**config.mk**
```make
export PLATFORM = sky130hd
export DESIGN_NAME = rsb_reset_strap_boot_select
export DESIGN_NICKNAME = d
export VERILOG_FILES = /design/src/rtl/rsb_reset_strap_boot_select.v
export VERILOG_INCLUDE_DIRS = /design/src /design/src/shared
export SDC_FILE = /design/constraint.sdc
export NUM_CORES = 1
export LEC_CHECK = 0
export BUFFER_PORTS_ARGS = -buffer_cell sky130_fd_sc_hd__buf_2
export CORE_ASPECT_RATIO = 0.9
export CORE_UTILIZATION = 25
export DETAILED_ROUTE_END_ITERATION = 10
export PLACE_DENSITY = 0.44
export SYNTH_ARGS = -nofsm -noshare
export SYNTH_HDL_FRONTEND = slang
export SYNTH_HIERARCHICAL = 1
export SYNTH_SLANG_ARGS = --single-unit
```
**constraint.sdc**
```tcl
create_clock -name clock -period 1.65 [get_ports clock]
set_clock_uncertainty 0.05 [all_clocks]
set_input_delay 0.2475 -clock clock [delete_from_list [all_inputs] [get_ports clock]]
set_output_delay 0.2475 -clock clock [all_outputs]
set_load 0.05 [all_outputs]
```
**src/shared/rsb_defs.vh**
```
// Constants for the reset strap capture and boot select block
`ifndef RSB_DEFS_VH
`define RSB_DEFS_VH

`define RSB_BOOT_HOST_NOPLL 2'h0
`define RSB_BOOT_TWO_WIRE   2'h1
`define RSB_BOOT_HOST_PLL   2'h2
`define RSB_BOOT_RESERVED   2'h3

`define RSB_BOOT_RST        2'h3
`define RSB_WDOG_RST        1'h0
`define RSB_STROBE_RST      1'h0
`define RSB_WIDTH_RST       1'h0

`define RSB_ST_IDLE         3'h0
`define RSB_ST_ROM          3'h1
`define RSB_ST_HOST         3'h2
`define RSB_ST_TWO_WIRE     3'h3
`define RSB_ST_DONE         3'h4
`define RSB_ST_HALT         3'h5

// Clock cycles spent in the ROM loader stage before a boot path starts
`define RSB_ROM_INIT_CYCLES 4'h8

`endif

```
**src/rtl/rsb_reset_strap_boot_select.v**
```verilog
// Reset strap capture and boot path selection
`timescale 1ns/1ns
`include "rsb_defs.vh"

// Functional notes
// - Capture all straps at power-on reset release, then apply captured values.
// - Boot code 00 host no PLL, 01 two-wire, 10 host with PLL, 11 reserved.
// - Captured watchdog strap 1 enables watchdog, 0 leaves it disabled.
// - Strobe polarity strap 1 gives active-high strobes, 0 active-low.
// - Width strap 1 gives 8-bit host port, 0 gives 16-bit.
// - Host port straps captured only at power-on release; hard reset keeps them.
// - After power-on reset bypass PLL, run from input clock until software enables.
// - Start in ROM boot loader; PLL enable allowed only after initialization.
// - Host-port boot runs without DMA and with polled transfers on both sides.
// - Host port bit 0 is the least significant bit.
// - Two-wire boot muxes shared pins to two-wire and acts as bus master.
module rsb_reset_strap_boot_select
(
    input  wire       clock,
    input  wire       arst_n,
    input  wire       power_on_reset_n,
    input  wire       hard_reset_n_in,
    input  wire       hard_reset_req,
    input  wire [1:0] boot_source_strap,
    input  wire       watchdog_enable_strap,
    input  wire       host_strobe_polarity_strap,
    input  wire       host_width_strap,
    input  wire       host_strobe_style_strap,
    input  wire       sw_pll_enable,
    input  wire       boot_complete,
    output reg        hard_reset_n_out,
    output reg        hard_reset_n_oe,
    output reg  [1:0] boot_source,
    output reg        watchdog_enable,
    output reg        host_strobe_active_high,
    output reg        host_width_8bit,
    output reg        host_strobe_style,
    output reg        pll_bypass,
    output reg        pll_enable,
    output reg        rom_loader_run,
    output reg        host_boot_active,
    output reg        host_dma_enable,
    output reg        host_irq_enable,
    output reg        host_msw_first,
    output reg        host_bit0_lsb,
    output reg        two_wire_pin_select,
    output reg        two_wire_master,
    output reg        boot_reserved_error
);

    // Synchronised pin levels
    wire       por_n;
    wire       hrst_n;
    wire [1:0] boot_sync;
    wire       wdog_sync;
    wire       polarity_sync;
    wire       width_sync;
    wire       style_sync;
    reg        por_prev_r;
    reg  [2:0] state_r;
    reg  [2:0] state_nxt;
    reg  [3:0] rom_cnt_r;
    reg  [3:0] rom_cnt_nxt;

    wire por_rise   = por_n & ~por_prev_r;
    wire in_reset   = ~por_n | ~hrst_n;

    // Two flops on every pin from outside the clock domain
    rsb_sync #(.WIDTH (1)) por_sync_inst
    (
        .clock  (clock),
        .arst_n (arst_n),
        .pin    (power_on_reset_n),
        .level  (por_n)
    );

    rsb_sync #(.WIDTH (1)) hrst_sync_inst
    (
        .clock  (clock),
        .arst_n (arst_n),
        .pin    (hard_reset_n_in),
        .level  (hrst_n)
    );

    rsb_sync #(.WIDTH (2)) boot_sync_inst
    (
        .clock  (clock),
        .arst_n (arst_n),
        .pin    (boot_source_strap),
        .level  (boot_sync)
    );

    rsb_sync #(.WIDTH (1)) wdog_sync_inst
    (
        .clock  (clock),
        .arst_n (arst_n),
        .pin    (watchdog_enable_strap),
        .level  (wdog_sync)
    );

    rsb_sync #(.WIDTH (1)) polarity_sync_inst
    (
        .clock  (clock),
        .arst_n (arst_n),
        .pin    (host_strobe_polarity_strap),
        .level  (polarity_sync)
    );

    rsb_sync #(.WIDTH (1)) width_sync_inst
    (
        .clock  (clock),
        .arst_n (arst_n),
        .pin    (host_width_strap),
        .level  (width_sync)
    );

    rsb_sync #(.WIDTH (1)) style_sync_inst
    (
        .clock  (clock),
        .arst_n (arst_n),
        .pin    (host_strobe_style_strap),
        .level  (style_sync)
    );

    // Previous synchronised power-on level for edge detection
    always @(posedge clock or negedge arst_n)
    begin
        if (!arst_n)
            por_prev_r <= 1'h0;
        else
            por_prev_r <= por_n;
    end

    // Strap capture; straps are steady during reset so sampling late is safe
    always @(posedge clock or negedge arst_n)
    begin
        if (!arst_n)
        begin
            boot_source             <= `RSB_BOOT_RST;
            watchdog_enable         <= `RSB_WDOG_RST;
            host_strobe_active_high <= `RSB_STROBE_RST;
            host_width_8bit         <= `RSB_WIDTH_RST;
            host_strobe_style       <= `RSB_STROBE_RST;
        end
        else if (por_rise)
        begin
            boot_source             <= boot_sync;
            watchdog_enable         <= wdog_sync;
            host_strobe_active_high <= polarity_sync;
            host_width_8bit         <= width_sync;
            host_strobe_style       <= style_sync;
        end
    end

    // Boot sequencer
    always @*
    begin
        state_nxt   = state_r;
        rom_cnt_nxt = rom_cnt_r;
        case (state_r)
            `RSB_ST_IDLE:
            begin
                rom_cnt_nxt = 4'h0;
                if (!in_reset)
                    state_nxt = `RSB_ST_ROM;
            end
            `RSB_ST_ROM:
            begin
                rom_cnt_nxt = rom_cnt_r + 4'h1;
                if (rom_cnt_r == `RSB_ROM_INIT_CYCLES - 4'h1)
                begin
                    case (boot_source)
                        `RSB_BOOT_HOST_NOPLL: state_nxt = `RSB_ST_HOST;
                        `RSB_BOOT_HOST_PLL:   state_nxt = `RSB_ST_HOST;
                        `RSB_BOOT_TWO_WIRE:   state_nxt = `RSB_ST_TWO_WIRE;
                        default:              state_nxt = `RSB_ST_HALT;
                    endcase
                end
            end
            `RSB_ST_HOST:
            begin
                if (boot_complete)
                    state_nxt = `RSB_ST_DONE;
            end
            `RSB_ST_TWO_WIRE:
            begin
                if (boot_complete)
                    state_nxt = `RSB_ST_DONE;
            end
            `RSB_ST_DONE:
                state_nxt = state_r;
            `RSB_ST_HALT:
                state_nxt = state_r;
            default:
                state_nxt = `RSB_ST_IDLE;
        endcase
        if (in_reset)
            state_nxt = `RSB_ST_IDLE;
    end

    always @(posedge clock or negedge arst_n)
    begin
        if (!arst_n)
        begin
            state_r   <= `RSB_ST_IDLE;
            rom_cnt_r <= 4'h0;
        end
        else
        begin
            state_r   <= state_nxt;
            rom_cnt_r <= rom_cnt_nxt;
        end
    end

    // Bypass PLL until software enables it once the loader has left its ROM stage
    always @(posedge clock or negedge arst_n)
    begin
        if (!arst_n)
        begin
            pll_bypass <= 1'h1;
            pll_enable <= 1'h0;
        end
        else if (!por_n)
        begin
            pll_bypass <= 1'h1;
            pll_enable <= 1'h0;
        end
        else if (sw_pll_enable && state_r != `RSB_ST_IDLE && state_r != `RSB_ST_ROM)
        begin
            pll_bypass <= 1'h0;
            pll_enable <= 1'h1;
        end
    end

    // Boot path outputs follow the next state
    always @(posedge clock or negedge arst_n)
    begin
        if (!arst_n)
        begin
            rom_loader_run      <= 1'h0;
            host_boot_active    <= 1'h0;
            host_dma_enable     <= 1'h0;
            host_irq_enable     <= 1'h0;
            host_msw_first      <= 1'h0;
            host_bit0_lsb       <= 1'h1;
            two_wire_pin_select <= 1'h0;
            two_wire_master     <= 1'h0;
            boot_reserved_error <= 1'h0;
        end
        else
        begin
            rom_loader_run      <= (state_nxt == `RSB_ST_ROM) |
                                   (state_nxt == `RSB_ST_HOST) |
                                   (state_nxt == `RSB_ST_TWO_WIRE);
            host_boot_active    <= (state_nxt == `RSB_ST_HOST);
            host_dma_enable     <= 1'h0;
            host_irq_enable     <= 1'h0;
            host_msw_first      <= (state_nxt == `RSB_ST_HOST);
            host_bit0_lsb       <= 1'h1;
            two_wire_pin_select <= (state_nxt == `RSB_ST_TWO_WIRE) |
                                   (two_wire_pin_select & ~in_reset);
            two_wire_master     <= (state_nxt == `RSB_ST_TWO_WIRE);
            boot_reserved_error <= (state_nxt == `RSB_ST_HALT);
        end
    end

    // Open-drain drive: only ever pulls low, never drives high
    always @(posedge clock or negedge arst_n)
    begin
        if (!arst_n)
        begin
            hard_reset_n_out <= 1'h0;
            hard_reset_n_oe  <= 1'h0;
        end
        else
        begin
            hard_reset_n_out <= 1'h0;
            hard_reset_n_oe  <= hard_reset_req | ~por_n;
        end
    end

endmodule

// Two-flop synchroniser for pins from outside the clock domain
module rsb_sync
#(
    parameter WIDTH = 1
)
(
    input  wire [WIDTH-1:0] pin,
    input  wire             clock,
    input  wire             arst_n,
    output wire [WIDTH-1:0] level
);

    reg [WIDTH-1:0] first_r;
    reg [WIDTH-1:0] second_r;

    assign level = second_r;

    always @(posedge clock or negedge arst_n)
    begin
        if (!arst_n)
        begin
            first_r  <= {WIDTH{1'h0}};
            second_r <= {WIDTH{1'h0}};
        end
        else
        begin
            first_r  <= pin;
            second_r <= first_r;
        end
    end

endmodule

```
==> summary.txt, run 1 <==
Place
  – Placed Cells: 190
  – Port bufs: 27
  – Post-DP Area: 0.001605 mm²
  – Gp weighted congestion: 0.7706
  – HPWL Detailed: 1719 µm

Power
  – Static leakage: 0.0008080 µW
  – Maximum vdd drop: 0.3862 mV
  – Power Dens Cells: 1061 mW/mm²

Routing
  – DR WL/cell: 12.20 µm
  – ANT nets after route: 0
  – First DRT Iteration DRCs: 36
  – Routed WL: 2439 µm
  – DRC Markers: 0
  – Via count: 847
  – Vias/cell: 4.235
  – Drt pass-1 iters: 2

Hold path
  – Hold_sp: host_strobe_style_strap
  – Endpoint, Worst Hold: style_sync_inst/first_r$_DFF_PN0_
  – Worst Hold Class: in2reg
  – Hold depth: 1

Setup path
  – Crit Path Max Fanout: 4
  – CP required: 1.81 ns
  – Slowest stage delay, CP: 0.41 ns
  – Crit path DAT: 1.71 ns
  – Buf/Inv on CP: 0
  – CP cell instances: ha_1 > and4b_1 > and2b_4 > o21ai_2 > and2_1
  – Critical path launch point type: register
  – Reg-to-reg endpoint: two_wire_master$_DFF_PN0_
  – Crit end category: register
  – R2R setup slack: 0.1 ns
  – R2r worst-path depth: 5
  – R2R Path Start: rom_cnt_r[0]$_DFFE_PN0P_
  – Worst Setup Path Type: reg2reg
  – CP delay by family, top: simple AND/OR/NAND/NOR gates
  – Slowest cell on crit path: dfrtp_1

Yosys
  – Cells after Synth: 99
  – Seq cells post-synth: 38
  – Post-Synthesis Cell Area: 0.001418 mm²
  – Yosys top cell area share: 61.78%
  – Yosys top cell by area: dfrtp_1
  – Main flop type after synthesis: dfrtp_1
  – Post-synth top cells: dfrtp_1 (35), mux2_2 (7), nand2_1 (7)
  – EDFF count, synth: 0
  – Ys async rst share: 100.0%
  – Synth warn: 6
  – Synth area leaders: dfrtp_1 (62%), dfstp_2 (5.6%), mux2_2 (5.6%)
  – Syn avg cell area: 14.32 µm²
  – Synth cell types: 37
  – Seq/Total Area, Yosys: 67.34%
  – Dominant cell by count in the synthesized netlist: dfrtp_1

Clock network
  – Clock Tree Root: clkbuf_8
  – Clk sinks: 38
  – CTS tree: yes
  – CTS max path bufs: 2
  – Clock-pin slew on the worst setup and hold paths: 0.07 ns
  – H-Tree Depth: 2
  – Worst skew pair latency: 0.28 ns
  – CTS buffer count: 5
  – # Post-CTS Setup Buffers: 0

Timing
  – Unrepaired setup endpoints after global routing: false
  – Slew Limit Fails: 0
  – Post-route clock period utilization: 93.98%
  – Tmin final: 1.551 ns
  – Endpoints failing setup: 0
  – Final Hold Viols: 0
  – Hold WS: 0.01830 ns
  – Peak Freq: 644.9 MHz
  – Post-route setup TNS: 0 ns

Final layout
  – Final cell count without fillers: 200
  – Share of layout cells above drive strength 1: 45.11%
  – Antenna cells: 0
  – Nets@finish: 146
  – Syn-to-layout area delta: 21.45%
  – Fillers: 542
  – Cell area after layout: 0.001722 mm²

Floorplan
  – Die W: 81.38 µm
  – Die Y-Extent: 73.44 µm
  – Die ar.: 0.005976 mm²
  – Num ports: 32
  – Core Area: 0.005349 mm²
  – Initial Utilization: 26.50%
  – Row cnt: 25

Global routing
  – Initial antenna violation count: 0
  – GR Util All Layers: 9.758%
  – Grt ovf: 0
  – First-pass GRT wire length: 4188 µm
  – Vias in the first global route: 900
  – Largest net degree at the start of global routing: 39

Run
  – MaxCap Viol Count: 0

Outcome
  – Status: completed
through the flow:
stage,setup slack (ns),utilization (%),total power (µW)
after floorplan,0.1348,-,1182
after global placement,0.09810,30.01,1245
after detailed placement,0.05215,30.01,1251
after CTS,0.04335,31.74,1857
after global routing,0.005845,32.19,1916
final,0.09928,32.19,1827
how the worst max path moves through the flow:
stage	start	to	slack, ns	cells after the start
floorplan	boot_source[0]$_DFFE_PN1P_	two_wire_pin_select$_DFF_PN0_	0.13	4
global placement	rom_cnt_r[0]$_DFFE_PN0P_	two_wire_pin_select$_DFF_PN0_	0.1	5
detailed placement	rom_cnt_r[0]$_DFFE_PN0P_	two_wire_pin_select$_DFF_PN0_	0.05	5
CTS	rom_cnt_r[0]$_DFFE_PN0P_	two_wire_pin_select$_DFF_PN0_	0.04	5
global route	rom_cnt_r[0]$_DFFE_PN0P_	boot_reserved_error$_DFF_PN0_	0.006	5
finish	rom_cnt_r[0]$_DFFE_PN0P_	two_wire_master$_DFF_PN0_	0.1	5
logic make-up after synthesis:
group	Yosys count	share of synthesized area, %
other	2	0.5298
AOI/OAI and AO/OA	17	9.885
and+or+nand+nor	26	11.74
muxes	7	5.561
buffers and inverters	8	4.060
adders and majority gates	1	0.8825
DFF	38	67.34
cell type report:
type	instances	area, µm²	area share (%)
repair buffers	31	170.2	9.884
well taps	67	83.83	4.869
clock buffers	6	72.57	4.215
clock inverters	2	10.01	0.5814
flip-flops and latches	38	954.7	55.45
inverters	1	3.754	0.2180
multi-input cells	55	426.7	24.78
repair_timing:
action                                 CTS  global route
gates resized for setup                  0             3
endpoints found under the hold margin   35             1
hold buffers                             1             1
setup endpoints to repair                0             4
registers in the layout, indices dropped and copies added, names as in the netlist, 2 cells and up:
name                    cells
boot_source                 2
boot_sync_inst/first_r      2
boot_sync_inst/level        2
rom_cnt_r                   4
state_r                     3
layout by cell type (no fill, tap or decap), types with 2 or more instances in the layout:
| cell type | instances |
|---|---|
| a21oi_1 | 2 |
| a22o_2 | 2 |
| buf_2 | 27 |
| buf_4 | 2 |
| clkbuf_8 | 5 |
| clkinv_2 | 2 |
| conb_1 | 4 |
| dfrtp_1 | 35 |
| dfstp_2 | 3 |
| dlygate4sd3_1 | 2 |
| mux2_2 | 7 |
| nand2_1 | 7 |
| nor2b_1 | 5 |
| o21ai_0 | 3 |
| o21ai_2 | 2 |
power by group:
group	total [µW]	internal [µW]	switching [µW]
Combinational	218	61.8	156
Clock	594	292	302
Sequential	1020	986	29.9
routing by layer:
layer	track usage, %	vias up	wire [µm]
met3	2.981	5	114
met5	0	-	0
met1	11.89	417	1034
li1	-	395	-
met4	6.151	0	61
met2	15.00	30	1228
Power figures use the tool's default switching activity.
==> inputs of run 2 (changes only) <==
- RECOVER_POWER: not set -> 50
==> summary.txt, run 2 (synthesis results as in run 1) <==
Timing
  – Least-Margin Pin Slew: 0.9058 ns
  – Peak Freq: 644.9 MHz (unchanged)
  – Slew HR: 39.61%
  – Tmin final: 1.551 ns (unchanged)
  – Final WS setup: 0.09928 ns (unchanged)
  – Final Hold Viols: 0 (unchanged)
  – Slew Limit Fails: 0 (unchanged)
  – Post-route setup TNS: 0 ns (unchanged)
  – Unrepaired setup endpoints after global routing: false
  – Endpoints failing setup: 0 (unchanged)
  – Post-route clock period utilization: 93.98% (unchanged)
  – Hold WS: 0.01830 ns (unchanged)

Final layout
  – Share of layout cells above drive strength 1: 45.11% (unchanged)
  – Nets@finish: 146 (unchanged)
  – Largest Register: rom_cnt_r
  – Biggest regs: rom_cnt_r x4, state_r x3
  – Largest register FFs: 4 (unchanged)
  – Syn-to-layout area delta: 21.27%
  – Antenna cells: 0 (unchanged)
  – Fin util: 32.14% (-0.047 points)
  – Commonest non-fill, non-tap cell in the layout: dfrtp_1
  – Commonest non-fill, non-tap cells in the layout: dfrtp_1 (35), buf_2 (27), nand2_1 (7), mux2_2 (7)

Routing
  – Drt pass-1 iters: 2 (unchanged)
  – First DRT Iteration DRCs: 36 (unchanged)
  – Via count: 847 (unchanged)
  – ANT nets after route: 0 (unchanged)
  – Routed WL: 2439 µm (unchanged)
  – DRC Markers: 0 (unchanged)
  – DR WL/cell: 12.20 µm (unchanged)
  – Vias/cell: 4.235 (unchanged)

Global routing
  – First-pass GRT wire length: 4188 µm (unchanged)
  – Largest net degree at the start of global routing: 39 (unchanged)
  – Initial antenna violation count: 0 (unchanged)
  – Vias in the first global route: 900 (unchanged)
  – Grt ovf: 0 (unchanged)
  – GR Util All Layers: 9.758% (unchanged)

Clock network
  – Clock-pin slew on the worst setup and hold paths: 0.07 ns (about the same)
  – Clk sinks: 38 (unchanged)
  – CTS max path bufs: 2 (unchanged)
  – # Post-CTS Setup Buffers: 0 (unchanged)
  – Clock Tree Root: clkbuf_8
  – CTS buffer count: 5 (unchanged)
  – CTS tree: yes
  – H-Tree Depth: 2 (unchanged)
  – Worst skew pair latency: 0.28 ns (about the same)

Place
  – Gp weighted congestion: 0.7706 (unchanged)
  – Port bufs: 27 (unchanged)
  – HPWL Detailed: 1719 µm (unchanged)
  – Pre-CTS WS: 0.05215 ns (unchanged)

Floorplan
  – Die Y-Extent: 73.44 µm (unchanged)
  – Num ports: 32 (unchanged)
  – Initial Utilization: 26.50% (unchanged)
  – Die W: 81.38 µm (unchanged)
  – Core Area: 0.005349 mm² (unchanged)
  – Die ar.: 0.005976 mm² (unchanged)
  – Row cnt: 25 (unchanged)

Setup path
  – Crit path DAT: 1.71 ns (about the same)
  – Worst Setup Path Type: reg2reg
  – Crit end category: register
  – Critical path launch point type: register
  – CP required: 1.81 ns (about the same)
  – Crit Path Max Fanout: 4 (unchanged)

Power
  – Static leakage: 0.0008074 µW (about the same)
  – Maximum vdd drop: 0.3862 mV (about the same)
  – Power Dens Cells: 1062 mW/mm² (+0.10%)
  – PnR Total Power: 1826 µW (about the same)

Outcome
  – Status: completed

Run
  – MaxCap Viol Count: 0 (unchanged)

Hold path
  – Worst Hold Class: in2reg
==> run 2: changes by cell type in the layout (fill, tap and decap cells not counted) <==
cell,before,now
buf_4,2,1
clkbuf_2,0,1
==> run 2: area by class of cell <==
| cell class | instances | area, µm² |
|---|---|---|
| clock inverter | 2 | 10.01 |
| multi-input combinational | 55 | 426.7 |
| inverter | 1 | 3.754 |
| clock buffer | 6 | 72.57 |
| tap | 67 | 83.83 |
| fill | 541 | 3630 |
| sequential | 38 | 954.7 |
| timing repair buffer | 31 | 167.7 |
==> run 2: final timing paths <==
path                                                           from                                end  slack (ns)  cells past startpoint
worst max register to register             rom_cnt_r[0]$_DFFE_PN0P_          two_wire_master$_DFF_PN0_         0.1                      5
max in group asynchronous                                    arst_n          two_wire_master$_DFF_PN0_        0.32                      3
worst min-delay path                        host_strobe_style_strap  style_sync_inst/first_r$_DFF_PN0_        0.02                      1
min in group asynchronous                                    arst_n   hrst_sync_inst/first_r$_DFF_PN0_        0.65                      3
worst max-delay path                       rom_cnt_r[0]$_DFFE_PN0P_          two_wire_master$_DFF_PN0_         0.1                      5
worst min register to register  boot_sync_inst/first_r[1]$_DFF_PN0_  boot_sync_inst/level[1]$_DFF_PN0_        0.30                      0
==> run 2: timing repair <==
item                                    4_1_cts  5_1_grt
gates resized for setup                       0        3
hold buffers                                  1        1
endpoints found under the setup margin        0        4
hold endpoints to repair                     35        1
==> run 2: worst max-delay path, cell delays in order, from the launching register on <==
cell,delay [ns]
dfrtp_1,0.41
ha_1,0.22
and4b_1,0.24
and2b_4,0.19
o21ai_2,0.20
and2_1,0.16
==> run 2: through the flow <==
step                      instance area (µm²)  std cells
final                                    1719        200
after global routing                     1719        200
after CTS                                1698        199
after detailed placement                 1605        190
after global placement                   1605        190
after floorplan                          1425        101
==> run 2: layer usage <==
layer	share of wire, %	GRT usage (%)	vias up	wire length (µm)
li1	-	-	395	-
met1	42	11.89	417	1034
met2	50	15.00	30	1228
met3	4.7	2.981	5	114
met4	2.5	6.151	0	61
met5	0	0	-	0
==> run 2: power breakdown <==
part	switching [µW]	internal (µW)
clock	302	292
combinational	156	61.0
sequential	29.9	986
